## config.mk

```make
export PLATFORM = sky130hd
export DESIGN_NAME = fsf_status_fuse
export DESIGN_NICKNAME = d
export VERILOG_FILES = /design/src/fsf_pkg.sv /design/src/fsf_status_fuse.sv
export SDC_FILE = /design/constraint.sdc
export NUM_CORES = 1
export LEC_CHECK = 0
export BUFFER_PORTS_ARGS = -buffer_cell sky130_fd_sc_hd__buf_4
export CAP_MARGIN = 0
export CORE_MARGIN = 1.5
export CORE_UTILIZATION = 25
export CTS_CLUSTER_SIZE = 40
export DETAILED_ROUTE_END_ITERATION = 10
export PLACE_DENSITY_LB_ADDON = 0.1
export SYNTH_ARGS = -nofsm -noshare
export SYNTH_HDL_FRONTEND = slang
export SYNTH_SLANG_ARGS = --single-unit
export TNS_END_PERCENT = 20
```

## constraint.sdc

```tcl
create_clock -name sys_clk -period 6.4 [get_ports sys_clk]
set_clock_uncertainty 0.2 [all_clocks]
set_input_delay 0.64 -clock sys_clk [delete_from_list [all_inputs] [get_ports sys_clk]]
set_output_delay 0.64 -clock sys_clk [all_outputs]
set_load 0.03 [all_outputs]
```

## src/fsf_pkg.sv

```systemverilog
// What this block does
// - Ready flag low while command runs
// - Lock violation sets flag, status read clears
// - Bad command or key sets flag, read clears
// - Security bit reads one when active
// - Page blank result reads one when erased
// - Read-only three-bit size code, 32..1024 KB
// - Status bits 31..16 show region locks
// - Fuse reads zero programmed, one erased
// - High fuse register only for >32 fuses
// - Thirty-two fuses in the low register
// - Chip erase sets every fuse erased
// - Shipped low fuse value 0xfff7ffff
// - Brown-out enable field encoding
// - Bit 26 enables brown-out hysteresis
// - Six-bit threshold, all ones never triggers
// - Boot protect field defaults 011, 8 KB
// - Privileged fetch lock fuse defaults one
// - Region lock fuses default all ones
// - Fuse bits 31..29 reserved
// - Reset: locks from fuses, rest zero
package fsf_pkg;

  localparam int          ADDR_W          = 5;
  localparam int          DATA_W          = 32;
  localparam int          FUSE_IDX_W      = 6;

  // ---------------------------------------------------------------
  // Register byte addresses
  // ---------------------------------------------------------------
  localparam logic [4:0]  ADDR_STATUS     = 5'h08;
  localparam logic [4:0]  ADDR_FUSE_HIGH  = 5'h0c;
  localparam logic [4:0]  ADDR_FUSE_LOW   = 5'h10;

  // ---------------------------------------------------------------
  // Status field positions
  // ---------------------------------------------------------------
  localparam int          ST_IDLE_BIT     = 0;
  localparam int          ST_LOCKERR_BIT  = 2;
  localparam int          ST_CMDERR_BIT   = 3;
  localparam int          ST_SECURE_BIT   = 4;
  localparam int          ST_BLANK_BIT    = 5;
  localparam int          ST_SIZE_LSB     = 13;
  localparam int          ST_SIZE_W       = 3;
  localparam int          ST_LOCK_LSB     = 16;
  localparam int          NUM_REGIONS     = 16;

  // ---------------------------------------------------------------
  // Fuse field positions in the low register
  // ---------------------------------------------------------------
  localparam int          FU_LOCK_LSB     = 0;
  localparam int          FU_FETCH_BIT    = 16;
  localparam int          FU_BOOT_LSB     = 17;
  localparam int          FU_BOOT_W       = 3;
  localparam int          FU_BOD_LVL_LSB  = 20;
  localparam int          FU_BOD_LVL_W    = 6;
  localparam int          FU_BOD_HYST_BIT = 26;
  localparam int          FU_BOD_EN_LSB   = 27;
  localparam int          FU_BOD_EN_W     = 2;

  localparam logic [31:0] FUSE_SHIPPED    = 32'hfff7ffff;
  localparam logic [31:0] ZERO_WORD       = 32'h00000000;
  localparam logic [2:0]  SIZE_256K       = 3'h3;

  // Size codes
  typedef enum logic [2:0] {
    FSF_SZ_32K, FSF_SZ_64K, FSF_SZ_128K, FSF_SZ_256K,
    FSF_SZ_384K, FSF_SZ_512K, FSF_SZ_768K, FSF_SZ_1024K
  } fsf_size_t;

  // Brown-out enable encodings
  typedef enum logic [1:0] {
    FSF_BOD_OFF, FSF_BOD_RESET, FSF_BOD_NORESET, FSF_BOD_OFF2
  } fsf_bod_t;

endpackage : fsf_pkg

```

## src/fsf_status_fuse.sv

```systemverilog
`timescale 1ns/1ps
module fsf_status_fuse #(
  parameter int         NUM_FUSES = 32,
  parameter logic [2:0] SIZE_CODE = fsf_pkg::SIZE_256K
) (
  input  wire logic                            sys_clk,
  input  wire logic                            sys_rst,
  // Avalon-MM slave
  input  wire logic [fsf_pkg::ADDR_W-1:0]      avs_address,
  input  wire logic                            avs_read,
  input  wire logic                            avs_write,
  input  wire logic [fsf_pkg::DATA_W-1:0]      avs_writedata,
  output logic      [fsf_pkg::DATA_W-1:0]      avs_readdata,
  output logic                                 avs_waitrequest,
  // Command engine, same clock
  input  wire logic                            cmd_busy,
  input  wire logic                            locked_write_attempt,
  input  wire logic                            bad_command_event,
  input  wire logic                            security_active,
  input  wire logic                            page_blank_in,
  input  wire logic                            fuse_write_en,
  input  wire logic [fsf_pkg::FUSE_IDX_W-1:0]  fuse_write_idx,
  input  wire logic                            fuse_write_val,
  input  wire logic                            fuse_erase_all,
  // Chip erase request from the debug port, asynchronous
  input  wire logic                            jtag_chip_erase,
  // Decoded fuse fields
  output logic      [1:0]                      brownout_enable_fuses,
  output logic                                 brownout_hysteresis_fuse,
  output logic      [5:0]                      brownout_threshold_fuses,
  output logic      [2:0]                      boot_area_protect_fuses,
  output logic                                 privileged_fetch_lock_fuse,
  output logic      [15:0]                     region_locked_status
);
  import fsf_pkg::*;

  // ---------------------------------------------------------------
  // Chip erase synchroniser and edge detect
  // ---------------------------------------------------------------
  logic erase_s1_reg;
  logic erase_s2_reg;
  logic erase_s3_reg;
  logic erase_s1_next;
  logic erase_s2_next;
  logic erase_s3_next;
  logic chip_erase;

  always_comb begin
    erase_s1_next = jtag_chip_erase;
    erase_s2_next = erase_s1_reg;
    erase_s3_next = erase_s2_reg;
  end

  always_ff @(posedge sys_clk or posedge sys_rst) begin
    if (sys_rst) begin
      erase_s1_reg <= 1'b0;
      erase_s2_reg <= 1'b0;
      erase_s3_reg <= 1'b0;
    end else begin
      erase_s1_reg <= erase_s1_next;
      erase_s2_reg <= erase_s2_next;
      erase_s3_reg <= erase_s3_next;
    end
  end

  // Rising edge only, so a held request erases once
  assign chip_erase = erase_s2_reg & ~erase_s3_reg;

  // ---------------------------------------------------------------
  // Fuse storage
  // ---------------------------------------------------------------
  // Nonvolatile cells are modelled as flip-flops that come up at the
  // shipped value; a real array would load its contents instead.
  logic [63:0] fuse_reg;
  logic [63:0] fuse_next;

  genvar gi;
  generate
    for (gi = 0; gi < 64; gi++) begin : g_fuse
      if (gi < NUM_FUSES) begin : g_cell
        always_comb begin
          fuse_next[gi] = fuse_reg[gi];
          if (chip_erase || fuse_erase_all) begin
            fuse_next[gi] = 1'b1;
          end else if (fuse_write_en && (fuse_write_idx == FUSE_IDX_W'(gi))) begin
            fuse_next[gi] = fuse_write_val;
          end
        end
        always_ff @(posedge sys_clk or posedge sys_rst) begin
          if (sys_rst) begin
            if (gi < 32) begin
              fuse_reg[gi] <= FUSE_SHIPPED[gi % 32];
            end else begin
              fuse_reg[gi] <= 1'b1;
            end
          end else begin
            fuse_reg[gi] <= fuse_next[gi];
          end
        end
      end else begin : g_none
        // Unmapped fuse positions read zero
        always_comb begin
          fuse_next[gi] = 1'b0;
        end
        always_ff @(posedge sys_clk or posedge sys_rst) begin
          if (sys_rst) begin
            fuse_reg[gi] <= 1'b0;
          end else begin
            fuse_reg[gi] <= fuse_next[gi];
          end
        end
      end
    end
  endgenerate

  // Fuse fields straight off the storage flops; bits 31..29 have no
  // consumer and are only visible through the register.
  assign brownout_enable_fuses      = fuse_reg[FU_BOD_EN_LSB +: FU_BOD_EN_W];
  assign brownout_hysteresis_fuse   = fuse_reg[FU_BOD_HYST_BIT];
  assign brownout_threshold_fuses   = fuse_reg[FU_BOD_LVL_LSB +: FU_BOD_LVL_W];
  assign boot_area_protect_fuses    = fuse_reg[FU_BOOT_LSB +: FU_BOOT_W];
  assign privileged_fetch_lock_fuse = fuse_reg[FU_FETCH_BIT];

  // ---------------------------------------------------------------
  // Status state
  // ---------------------------------------------------------------
  logic        idle_reg;
  logic        lock_err_reg;
  logic        cmd_err_reg;
  logic        secure_reg;
  logic        blank_reg;
  logic [2:0]  size_reg;
  logic [15:0] locks_reg;
  logic        idle_next;
  logic        lock_err_next;
  logic        cmd_err_next;
  logic        secure_next;
  logic        blank_next;
  logic [2:0]  size_next;
  logic [15:0] locks_next;
  logic        status_read_done;

  always_comb begin
    idle_next     = ~cmd_busy;
    secure_next   = security_active;
    blank_next    = page_blank_in;
    size_next     = SIZE_CODE;
    locks_next    = ~fuse_next[FU_LOCK_LSB +: NUM_REGIONS];
    lock_err_next = lock_err_reg;
    cmd_err_next  = cmd_err_reg;
    // Only flags the master was shown are cleared, so an event taken
    // at the request edge is not lost; a new event still wins below.
    if (status_read_done) begin
      lock_err_next = lock_err_reg & ~rdata_reg[ST_LOCKERR_BIT];
      cmd_err_next  = cmd_err_reg & ~rdata_reg[ST_CMDERR_BIT];
    end
    if (locked_write_attempt) begin
      lock_err_next = 1'b1;
    end
    if (bad_command_event) begin
      cmd_err_next = 1'b1;
    end
  end

  always_ff @(posedge sys_clk or posedge sys_rst) begin
    if (sys_rst) begin
      idle_reg     <= 1'b0;
      lock_err_reg <= 1'b0;
      cmd_err_reg  <= 1'b0;
      secure_reg   <= 1'b0;
      blank_reg    <= 1'b0;
      size_reg     <= 3'h0;
      locks_reg    <= ~FUSE_SHIPPED[FU_LOCK_LSB +: NUM_REGIONS];
    end else begin
      idle_reg     <= idle_next;
      lock_err_reg <= lock_err_next;
      cmd_err_reg  <= cmd_err_next;
      secure_reg   <= secure_next;
      blank_reg    <= blank_next;
      size_reg     <= size_next;
      locks_reg    <= locks_next;
    end
  end

  assign region_locked_status = locks_reg;

  // ---------------------------------------------------------------
  // Avalon-MM slave: one wait state on every access
  // ---------------------------------------------------------------
  logic [31:0] status_word;
  logic [31:0] rdata_reg;
  logic [31:0] rdata_next;
  logic        wait_reg;
  logic        wait_next;
  logic        req;

  assign req = avs_read | avs_write;

  always_comb begin
    status_word = ZERO_WORD;
    status_word[ST_IDLE_BIT]    = idle_reg;
    status_word[ST_LOCKERR_BIT] = lock_err_reg;
    status_word[ST_CMDERR_BIT]  = cmd_err_reg;
    status_word[ST_SECURE_BIT]  = secure_reg;
    status_word[ST_BLANK_BIT]   = blank_reg;
    status_word[ST_SIZE_LSB +: ST_SIZE_W]     = size_reg;
    status_word[ST_LOCK_LSB +: NUM_REGIONS]   = locks_reg;
  end

  // Read clears at the completing edge, the one where the master
  // sees waitrequest low, so a stalled read cannot lose an event.
  assign status_read_done = avs_read & ~wait_reg & (avs_address == ADDR_STATUS);

  always_comb begin
    wait_next  = 1'b1;
    rdata_next = rdata_reg;
    if (req && wait_reg) begin
      wait_next  = 1'b0;
      rdata_next = ZERO_WORD;
      if (avs_read) begin
        if (avs_address == ADDR_STATUS) begin
          rdata_next = status_word;
        end else if (avs_address == ADDR_FUSE_HIGH) begin
          rdata_next = fuse_reg[63:32];
        end else if (avs_address == ADDR_FUSE_LOW) begin
          rdata_next = fuse_reg[31:0];
        end else begin
          rdata_next = ZERO_WORD;
        end
      end
    end
  end

  always_ff @(posedge sys_clk or posedge sys_rst) begin
    if (sys_rst) begin
      wait_reg  <= 1'b1;
      rdata_reg <= ZERO_WORD;
    end else begin
      wait_reg  <= wait_next;
      rdata_reg <= rdata_next;
    end
  end

  assign avs_waitrequest = wait_reg;
  assign avs_readdata    = rdata_reg;

endmodule : fsf_status_fuse

```

After elaboration in Yosys (flattened, before gate mapping)
Cells that the tools add are included.
W data, S select, Z words.
{"block": "word_totals", "regBits": 90, "wordCells": 216}
{"block": "op_classes", "n_mux": 73, "eq_ne": 34, "n_reduce_logical": 53, "n_bitwise": 12}
{"op": "$mux W32", "n": 4}
{"op": "$eq A6 B5 Y1 const B", "n": 16}
{"op": "$mux W1", "n": 69}
{"op": "$eq A6 B4 Y1 const B", "n": 8}
{"op": "$reduce_bool A2 Y1", "n": 18}
{"op": "$logic_and A1 B1 Y1", "n": 33}
{"op": "$eq A6 B3 Y1 const B", "n": 4}
{"op": "$not A16 Y16", "n": 1}
{"op": "$eq A6 B2 Y1 const B", "n": 2}
{"op": "$eq A5 B4 Y1 const B", "n": 2}
{"op": "$eq A6 B1 Y1 const B", "n": 1}
{"op": "$logic_not A6 Y1", "n": 1}
{"op": "$and A1 B1 Y1", "n": 5}
{"op": "$eq A5 B5 Y1 const B", "n": 1}
{"op": "$not A1 Y1", "n": 5}
{"op": "$logic_or A1 B1 Y1", "n": 1}
{"op": "$or A1 B1 Y1", "n": 1}

Logic depth before layout (Yosys ltp)
Gate-level depths: netlist of run 1.
{"block": "depth", "word_depth": 5, "depth_mapped": 6, "mapped_depth_nobuf": 4}

Least setup slack after synthesis of run 1
No wires, ideal clock.
{"block": "synth_path", "kind": "input to register", "start": "in fuse_write_en", "end": "reg locks_reg[0], in the netlist region_locked_status[0]", "path_stages": 5, "arrival_time_ns": 1.633, "slack_ns": 4.501, "n_path_buf": 2, "setup_ns": 0.065, "required_ns": 6.135, "cell_sequence": "clkbuf_2 or3b_1 clkbuf_1 o21ai_0 o211a_1"}
{"block": "synth_via", "elab_chain_len": 4}
{"item": "start, declared", "line": "fsf_status_fuse.sv:21", "source": "input wire logic fuse_write_en,"}
{"item": "$logic_and A1 B1 Y1", "line": "fsf_status_fuse.sv:85", "source": "end else if (fuse_write_en && (fuse_write_idx == FUSE_IDX_W'(gi))) begin"}
{"item": "$mux W1", "line": "fsf_status_fuse.sv:85"}
{"item": "$mux W1", "line": "fsf_status_fuse.sv:83", "source": "if (chip_erase || fuse_erase_all) begin"}
{"item": "$not A16 Y16", "line": "fsf_status_fuse.sv:148", "source": "locks_next = ~fuse_next[FU_LOCK_LSB +: NUM_REGIONS];"}
{"item": "via locks_next[0]", "line": "fsf_status_fuse.sv:140", "source": "logic [15:0] locks_next;"}
{"item": "end signal, assigned", "line": "fsf_status_fuse.sv:173", "source": "locks_reg <= ~FUSE_SHIPPED[FU_LOCK_LSB +: NUM_REGIONS];"}
{"item": "end signal, assigned", "line": "fsf_status_fuse.sv:181", "source": "locks_reg <= locks_next;"}
{"item": "end, declared", "line": "fsf_status_fuse.sv:133", "source": "logic [15:0] locks_reg;"}
The timed path passes the listed nets, and every way through them passes these cells.
A chain may end at the register's enable or synchronous reset.

Worst setup path after layout of run 1
{"block": "layout_path", "start": "reg wait_reg, in the netlist avs_waitrequest", "end": "reg rdata_reg[0], in the netlist avs_readdata[0]"}
{"block": "layout_via", "elab_chain_len": 1}
{"item": "start, declared", "line": "fsf_status_fuse.sv:193", "source": "logic wait_reg;"}
{"item": "start signal, assigned", "line": "fsf_status_fuse.sv:239", "source": "wait_reg <= wait_next;"}
{"item": "$logic_and A1 B1 Y1", "line": "fsf_status_fuse.sv:217", "source": "if (req && wait_reg) begin"}
{"item": "end signal, assigned", "line": "fsf_status_fuse.sv:240", "source": "rdata_reg <= rdata_next;"}
{"item": "end, declared", "line": "fsf_status_fuse.sv:191", "source": "logic [31:0] rdata_reg;"}
No other way between the ends.

==> results.toml, run 1 <==
[synthesis]
synthArstFlopShare_pct = 100
yosysTopAreaCellShare_pct = 37.9
yosys-top-cells-area = "dfrtp_1 38%, dfstp_2 22%, o21ai_0 7.6%, o211ai_1 6.3%, a22oi_1 4.5%"
synth_top_area_cell = "dfrtp_1"
syn_area_per_cell_um2 = 11.2
synth_cells = 342
synth-seq-area-share_pct = 59.9
syn-num-nets = 398
yosysWarnings = 0
syn_area_mm2 = 0.00383
synth-main-ff-cell = "dfrtp_1"
ys_ff_latch = 90
synth_edf_count = 0
netlist-cell-type-count = 32

[drt]
vias = 2892
drtIter0Drc = 170
drc = 0
wl_um = 11000
drt_pass1_iterations = 4
ant_nets = 0
avgRoutedWirePerCell_um = 18.4
routed_via_density = 4.85

[final_layout]
fill_cells = 1559
diodes = 0
final_cell_area_mm2 = 0.00483
final_common_cell = "buf_4"
drive_above_1_share_pct = 37.0
layout.nets = 459
largest_reg_flops = 32
utilization_pct = 32.0
final_cell_mix = "90 x buf_4, 58 x o21ai_0, 58 x dfrtp_1"
register_area_mm2 = 0.00229
syn_to_final_growth_pct = 26.2
multiInputGateArea_mm2 = 0.00131

[cts]
ctsResizeCount = 0
cts-root-buf = "clkbuf_16"
clk_pin_slew_ns = 0.06
ctsHoldBuffers = 0
cts_max_level = 3
cts_made_buffers = 9
cts_setup_buffers = 0
cts_max_path_buffers = 2
clk_latency_ns = 0.35
cts_sinks = 90
tritoncts = "done"

[timing]
layout_worst_path_cycle_share_pct = 35.6
slew_headroom_pct = 41.8
worst-slew-pin-transition_ns = 0.871
finalCriticalPeriod_ns = 2.28
setup_viol = 0
hold_viol_final = 0
timing.hold.ws_ns = 0.135
slew_violations = 0
setup-tns-final_ns = 0
rsz0062_at_grt = "no"
max_freq_mhz = 439
timing.final.ws_setup_ns = 4.12

[global_routing]
top_usage_layer = "met1"
grt_max_degree = 59
grt_pass1_wl_um = 17200
use_met1_pct = 21.1
grtUsageMet3_pct = 2.87
grt.total_usage_pct = 14.3
grt_pass1_vias = 2860
antenna_found_initial = 0
grt-ovfl-total = 0
grt_use_met2_pct = 20.1

[setup_path]
critical_path_class = "reg -> reg"
worstPathRequired_ns = 6.39
end_kind = "flop"
crit_fanout = 19
startpoint_type = "flop"
worstPathArrival_ns = 2.27

[placed_design]
placed_area_mm2 = 0.00454
hpwl_um = 7410
io_buffers = 85
dp_worst_setup_slack_ns = 3.73
gp_congestion = 0.708

[job]
max_cap_violations = 0

[floorplanning]
rows = 45
die_w_um = 127
die_h_um = 127
initial_core_util_pct = 25.4
pin_count = 118
core_mm2 = 0.0151
die_area_mm2 = 0.0161

[worst_hold_path]
hold_class = "in -> async"

[run_status]
status = "complete, no violations"

[power_and_ir_drop]
p_per_area_mw_per_mm2 = 251
leakage_nw = 2.18
peakVddDrop_v = 0.000130
-- stage by stage --
stage | power, W | cells
6_report | 0.00121 | 596
5_1_grt | 0.00126 | 596
4_1_cts | 0.00123 | 596
3_5_place_dp | 0.000707 | 580
3_3_place_gp | 0.000706 | 580
2_1_floorplan | 0.000659 | 342
-- per-layer routing --
layer  vias up  part of all wire, %
li1       1365                    -
met1      1421                   50
met2        93                   43
met3        13                  5.6
met4         0                  1.9
met5         -                    0
-- layout make-up --
class                      count  area share (%)
clock buffer                  12            5.52
clock inverter                 4           0.518
inverter                       6           0.492
multi-input combinational    206            27.2
sequential                    90            47.4
tap                          188            4.87
timing repair buffer          90            14.0
-- final timing paths --
check                                          startpoint                                 to  slack (ns)  cells after the start
worst min-delay path                              sys_rst       avs_readdata[26]$_DFFE_PP0P_        0.14                      2
worst min register to register     erase_s1_reg$_DFF_PP0_             erase_s2_reg$_DFF_PP0_        0.15                      0
max in group asynchronous                         sys_rst  region_locked_status[7]$_DFF_PP0_        4.72                      3
worst max register to register  avs_waitrequest$_DFF_PP1_        avs_readdata[0]$_DFFE_PP0P_        4.12                      5
worst max-delay path            avs_waitrequest$_DFF_PP1_        avs_readdata[0]$_DFFE_PP0P_        4.12                      5
min in group sys_clk               erase_s1_reg$_DFF_PP0_             erase_s2_reg$_DFF_PP0_        0.15                      0
-- cells by family after synthesis --
logic type             after synthesis  share of synthesized area (%)
DFF                                 90                           59.9
buffers and inverters               46                           6.24
AOI/OAI and AO/OA                  139                           24.6
other                                1                         0.0980
and+or+nand+nor                     66                           9.19
-- cells in the mapped netlist, types with 2 or more instances --
cell type,number
a22oi_1,23
a31oi_1,2
buf_4,11
buf_6,3
clkbuf_1,23
dfrtp_1,58
dfstp_2,32
inv_1,6
nand2_1,43
nand3_1,2
nand3b_1,2
nand4b_1,3
nand4bb_1,3
nor2_1,3
nor2b_1,2
o211a_1,16
o211ai_1,32
o21ai_0,58
o21ai_2,6
or4b_4,2
-- report_power, final --
| group | internal (W) | switching (W) | leakage (nW) |
|---|---|---|---|
| sequential | 0.000580 | 0.00000536 | 1.11 |
| clock | 0.000294 | 0.000224 | 0.141 |
| combinational | 0.0000335 | 0.0000757 | 0.924 |
-- critical path: stages, from the launching register on --
cell	delay [ns]
dfstp_2	0.55
o21a_1	0.41
inv_1	0.44
buf_4	0.35
nand2_1	0.08
o21ai_0	0.08
Note: power is estimated with default switching activity, not from simulation.
==> run 2, diff against run 1 <==
--- a/config.mk
+++ b/config.mk
@@ -5,6 +5,7 @@
 export SDC_FILE = /design/constraint.sdc
 export NUM_CORES = 1
 export LEC_CHECK = 0
+export ABC_AREA = 1
 export BUFFER_PORTS_ARGS = -buffer_cell sky130_fd_sc_hd__buf_4
 export CAP_MARGIN = 0
 export CORE_MARGIN = 1.5
==> constraint.sdc (replaced) <==
create_clock -name sys_clk -period 2.1 [get_ports sys_clk]
set_clock_uncertainty 0.2 [all_clocks]
set_input_delay 0.21 -clock sys_clk [delete_from_list [all_inputs] [get_ports sys_clk]]
set_output_delay 0.21 -clock sys_clk [all_outputs]
set_load 0.03 [all_outputs]
==> results.toml, run 2 <==
[synthesis]
synth_common_cells = "131 x nand2_1, 114 x nand3_1, 58 x dfrtp_1, 32 x dfstp_2, 26 x nor2_1"
yosys-top-cells-area = "dfrtp_1 35%, dfstp_2 20%, nand3_1 14%, nand2_1 12%, buf_4 4.4%"
synth_top_area_cell = "dfrtp_1"
yosysTopAreaCellShare_pct = 35.1
yosysWarnings = 0
synthArstFlopShare_pct = 100
synthMuxAreaShare_pct = 0
synth_compound_area_share_pct = 1.15
synth-seq-area-share_pct = 55.5
synth.most_common_cell = "nand2_1"
synthSimpleGateAreaFrac_pct = 33.5
netlist-cell-type-count = 22
synth_edf_count = 0
synth_cells = 467
syn_area_mm2 = 0.00413
synth_fa_ha_area_share_pct = 0
syn-num-nets = 523
ys_ff_latch = 90
synth-main-ff-cell = "dfrtp_1"
synth_top_family_by_area = "simple AND/OR/NAND/NOR gates"
synth-xor-area-share_pct = 0
syn_area_per_cell_um2 = 8.85

[floorplanning]
pin_count = 118
rows = 46
die_area_mm2 = 0.0173
die_h_um = 132
die_w_um = 132
core_mm2 = 0.0160
initial_core_util_pct = 25.8

[final_layout]
final_common_cell = "nand2_1"
drive_above_1_share_pct = 33.3
final_cell_mix = "131 x nand2_1, 114 x nand3_1, 94 x buf_4"
largest_reg_flops = 32
syn_to_final_growth_pct = 27.3
diodes = 0
layout.nets = 603
register_area_mm2 = 0.00229
utilization_pct = 32.9
multiInputGateArea_mm2 = 0.00144
fill_cells = 1745

[timing]
hold_viol_final = 0
setup_viol = 0
rsz0062_at_grt = "no"
max_freq_mhz = 602
finalCriticalPeriod_ns = 1.66
setup-tns-final_ns = 0
layout_worst_path_cycle_share_pct = 79.2
slew_violations = 0

[cts]
clk_pin_slew_ns = 0.06
cts-root-buf = "clkbuf_16"
tritoncts = "done"
cts_sinks = 90
clk_latency_ns = 0.34
cts_made_buffers = 9
ctsResizeCount = 0
cts_max_level = 3
cts_max_path_buffers = 2
cts_setup_buffers = 0

[drt]
routed_via_density = 4.32
drtIter0Drc = 160
wl_um = 11100
avgRoutedWirePerCell_um = 14.4
drt_pass1_iterations = 4
drc = 0
ant_nets = 0
vias = 3320

[setup_path]
worstPathArrival_ns = 1.75
startpoint_type = "input pin"
critical_path_class = "in -> reg"
worstPathRequired_ns = 2.18
crit_fanout = 13
end_kind = "flop"

[power_and_ir_drop]
peakVddDrop_v = 0.000353
p_per_area_mw_per_mm2 = 694
leakage_nw = 2.64

[global_routing]
grt_pass1_wl_um = 18300
grt_pass1_vias = 3380
grt-ovfl-total = 0
grt_max_degree = 60
grt.total_usage_pct = 13.4
antenna_found_initial = 0

[worst_hold_path]
hold_class = "in -> reg"

[placed_design]
io_buffers = 85
gp_congestion = 0.739
hpwl_um = 7560

[job]
max_cap_violations = 0

[run_status]
status = "complete, no violations"
run 2: cell types whose count changed in the layout (fill, tap and decap cells not counted), sizes merged, moves of 6 or more:
| cell | previous run | this run |
|---|---|---|
| nand3 | 2 | 129 |
| nand2 | 43 | 132 |
| o21ai | 64 | 3 |
| inv | 5 | 41 |
| o211ai | 32 | 0 |
| nor2 | 3 | 30 |
| a22oi | 23 | 0 |
| o211a | 16 | 0 |
| dlygate4sd3 | 0 | 8 |
| buf | 90 | 96 |
run 2: logic make-up after synthesis:
group	Yosys count
simple gates	294
flops	90
buf+inv	77
compound gates	5
other cells	1
run 2: layer usage:
metal  track usage, %  share of wire, %
met5                0                 0
met4             5.56               1.4
met3             2.66               3.2
met2             22.2                49
met1             16.9                46
run 2: layout make-up:
cell class,count,area share [%]
tap,216,5.14
clock inverter,2,0.238
timing repair buffer,104,15.7
multi-input combinational,300,27.3
inverter,42,3.07
clock buffer,14,5.02
sequential,90,43.6
run 2: timing repair:
item,in CTS,in global routing
hold endpoints to repair,33,0
hold buffers,8,0
setup endpoints to repair,0,0
run 2: final timing paths:
kind	start	to	slack, ns	depth (start not counted)
min reg2reg	erase_s1_reg$_DFF_PP0_	erase_s2_reg$_DFF_PP0_	0.15	0
min in group asynchronous	sys_rst	size_reg[0]$_DFF_PP0_	0.24	3
max in group asynchronous	sys_rst	brownout_threshold_fuses[2]$_DFFE_PP1P_	0.75	4
max reg2reg	erase_s2_reg$_DFF_PP0_	region_locked_status[9]$_DFF_PP0_	0.52	4
max	fuse_erase_all	region_locked_status[9]$_DFF_PP0_	0.44	6
min	fuse_write_val	brownout_threshold_fuses[2]$_DFFE_PP1P_	0.08	3
run 2: metrics by stage:
stage	cells	cell area (µm²)	hold slack, ns	power [W]	worst slack [ns]
2_1_floorplan	467	4140	0.0414	0.00202	0.611
3_3_place_gp	744	4910	0.0476	0.00215	0.391
3_5_place_dp	744	4910	0.0524	0.00216	0.352
4_1_cts	768	5260	0.0668	0.00373	0.427
5_1_grt	768	5260	0.0963	0.00382	0.361
6_report	768	5260	0.0833	0.00365	0.438
run 2: where the power goes:
part           switching [W]  internal (W)  leakage (nW)
Clock               0.000655      0.000867         0.133
Sequential         0.0000158       0.00177          1.11
Combinational       0.000239      0.000109          1.40
Total               0.000910       0.00274          2.64
run 2: worst max-delay path: stages:
cell,delay [ns]
dlygate4sd3_1,0.53
buf_4,0.14
a21oi_4,0.36
buf_4,0.32
nand3_2,0.12
inv_2,0.05
==> run 3, diff against run 2 <==
--- a/config.mk
+++ b/config.mk
@@ -5,7 +5,7 @@
 export SDC_FILE = /design/constraint.sdc
 export NUM_CORES = 1
 export LEC_CHECK = 0
-export ABC_AREA = 1
+export ABC_AREA = 0
 export BUFFER_PORTS_ARGS = -buffer_cell sky130_fd_sc_hd__buf_4
 export CAP_MARGIN = 0
 export CORE_MARGIN = 1.5
==> constraint.sdc (replaced) <==
create_clock -name sys_clk -period 1.49 [get_ports sys_clk]
set_clock_uncertainty 0.2 [all_clocks]
set_input_delay 0.149 -clock sys_clk [delete_from_list [all_inputs] [get_ports sys_clk]]
set_output_delay 0.149 -clock sys_clk [all_outputs]
set_load 0.03 [all_outputs]
==> results.toml, run 3 (synthesis results as in run 1) <==
[setup_path]
worstPathArrival_ns = 1.11
startpoint_type = "flop"
critical_path_class = "reg -> out"
crit_chain = "buf_6 > buf_6"
crit_fanout = 3
max_stage_delay_ns = 0.55
critical_path.top_delay_family = "flip-flops"
crit_buf_inv = 2
cpMostUsedCell = "buf_6"
slowest_stage = "dfstp_2"
end_kind = "primary output"
worstPathRequired_ns = 1.14

[cts]
cts-root-buf = "clkbuf_16"
tritoncts = "done"
cts_made_buffers = 9
cts_max_level = 3
clk_latency_ns = 0.34
cts_setup_buffers = 0
cts_sinks = 90
clk_pin_slew_ns = 0.07
cts_max_path_buffers = 2

[placed_design]
hpwl_um = 7700
placed_cells = 613
placed_area_mm2 = 0.00484
io_buffers = 85
gp_congestion = 0.728

[global_routing]
grt-ovfl-total = 0
grt_max_degree = 91
grt.total_usage_pct = 15.0
grt_pass1_vias = 3079
antenna_found_initial = 0
grt_pass1_wl_um = 17900

[floorplanning]
initial_core_util_pct = 25.4
die_area_mm2 = 0.0161
pin_count = 118
die_w_um = 127
core_mm2 = 0.0151
die_h_um = 127
rows = 45

[final_layout]
layout.nets = 499
final_common_cell = "buf_4"
largest_reg_flops = 32
syn_to_final_growth_pct = 38.0
instances_no_fill = 636
diodes = 0
final_cell_area_mm2 = 0.00528
utilization_pct = 35.0
final_cell_mix = "116 x buf_4, 58 x o21ai_0, 58 x dfrtp_1"
drive_above_1_share_pct = 41.5

[drt]
wl_um = 11700
drtIter0Drc = 150
drc = 0
vias = 3094
drt_pass1_iterations = 4
ant_nets = 0
routed_via_density = 4.86
avgRoutedWirePerCell_um = 18.3

[timing]
slew_headroom_pct = 52.2
worst-slew-pin-transition_ns = 0.716
finalCriticalPeriod_ns = 1.46
setup-tns-final_ns = 0
hold_viol_final = 0
rsz0062_at_grt = "yes"
slew_violations = 0
layout_worst_path_cycle_share_pct = 98.3
setup_viol = 0
max_freq_mhz = 683

[power_and_ir_drop]
peakVddDrop_v = 0.000518
power_w = 0.00571
leakage_nw = 2.41
p_per_area_mw_per_mm2 = 1080

[job]
max_cap_violations = 0

[worst_hold_path]
hold_class = "in -> reg"

[run_status]
status = "complete, no violations"
run 3: timing repair:
action	4_1_cts	5_1_grt
gates resized for setup	4	2
endpoints found under the setup margin	25	4
hold buffers	7	0
hold endpoints to repair	64	0
run 3: path summary, 6_finish.rpt:
check	to	slack (ns)	cells past startpoint	start
hold / removal	fuse_reg[2]$_DFF_PP1_	0.01	3	fuse_write_idx[3]
max in group asynchronous	fuse_reg[1]$_DFF_PP1_	0.39	4	sys_rst
setup / recovery	avs_waitrequest	0.03	2	avs_waitrequest$_DFF_PP1_
hold reg to reg	erase_s2_reg$_DFF_PP0_	0.15	0	erase_s1_reg$_DFF_PP0_
setup reg to reg	avs_readdata[11]$_DFFE_PP0P_	0.07	4	avs_waitrequest$_DFF_PP1_
min in group asynchronous	avs_readdata[28]$_DFFE_PP0P_	0.31	4	sys_rst
run 3: power breakdown:
part	switching [W]	internal, W
logic	0.000348	0.000232
clock network	0.000959	0.00166
registers	0.0000255	0.00249
run 3: through the flow:
step,hold slack (ns),setup slack (ns)
after floorplan,-0.0196,-0.192
after global placement,0.0584,-0.420
after detailed placement,0.0611,-0.447
after CTS,0.0124,0.00560
after global routing,0.0385,-0.00262
final,0.0111,0.0261
run 3: cell type report:
type | instances | area, µm²
clock buffers | 13 | 280
clock inverters | 3 | 68.8
fillers | 1550 | 9810
inverters | 6 | 26.3
multi-input cells | 206 | 1330
flip-flops and latches | 90 | 2290
well taps | 188 | 235
repair buffers | 130 | 1050
run 3: metal layers:
layer | vias to the layer above | GRT usage, % | wire length [µm]
met5 | - | 0 | 0
met4 | 0 | 6.62 | 222
met3 | 13 | 2.53 | 436
met2 | 71 | 22.3 | 5190
met1 | 1558 | 21.4 | 5800
li1 | 1452 | - | -
run 3: tightest hold or removal path: stages:
cell and delay (ns):
buf_4 0.11, or4_4 0.20, o211ai_1 0.09
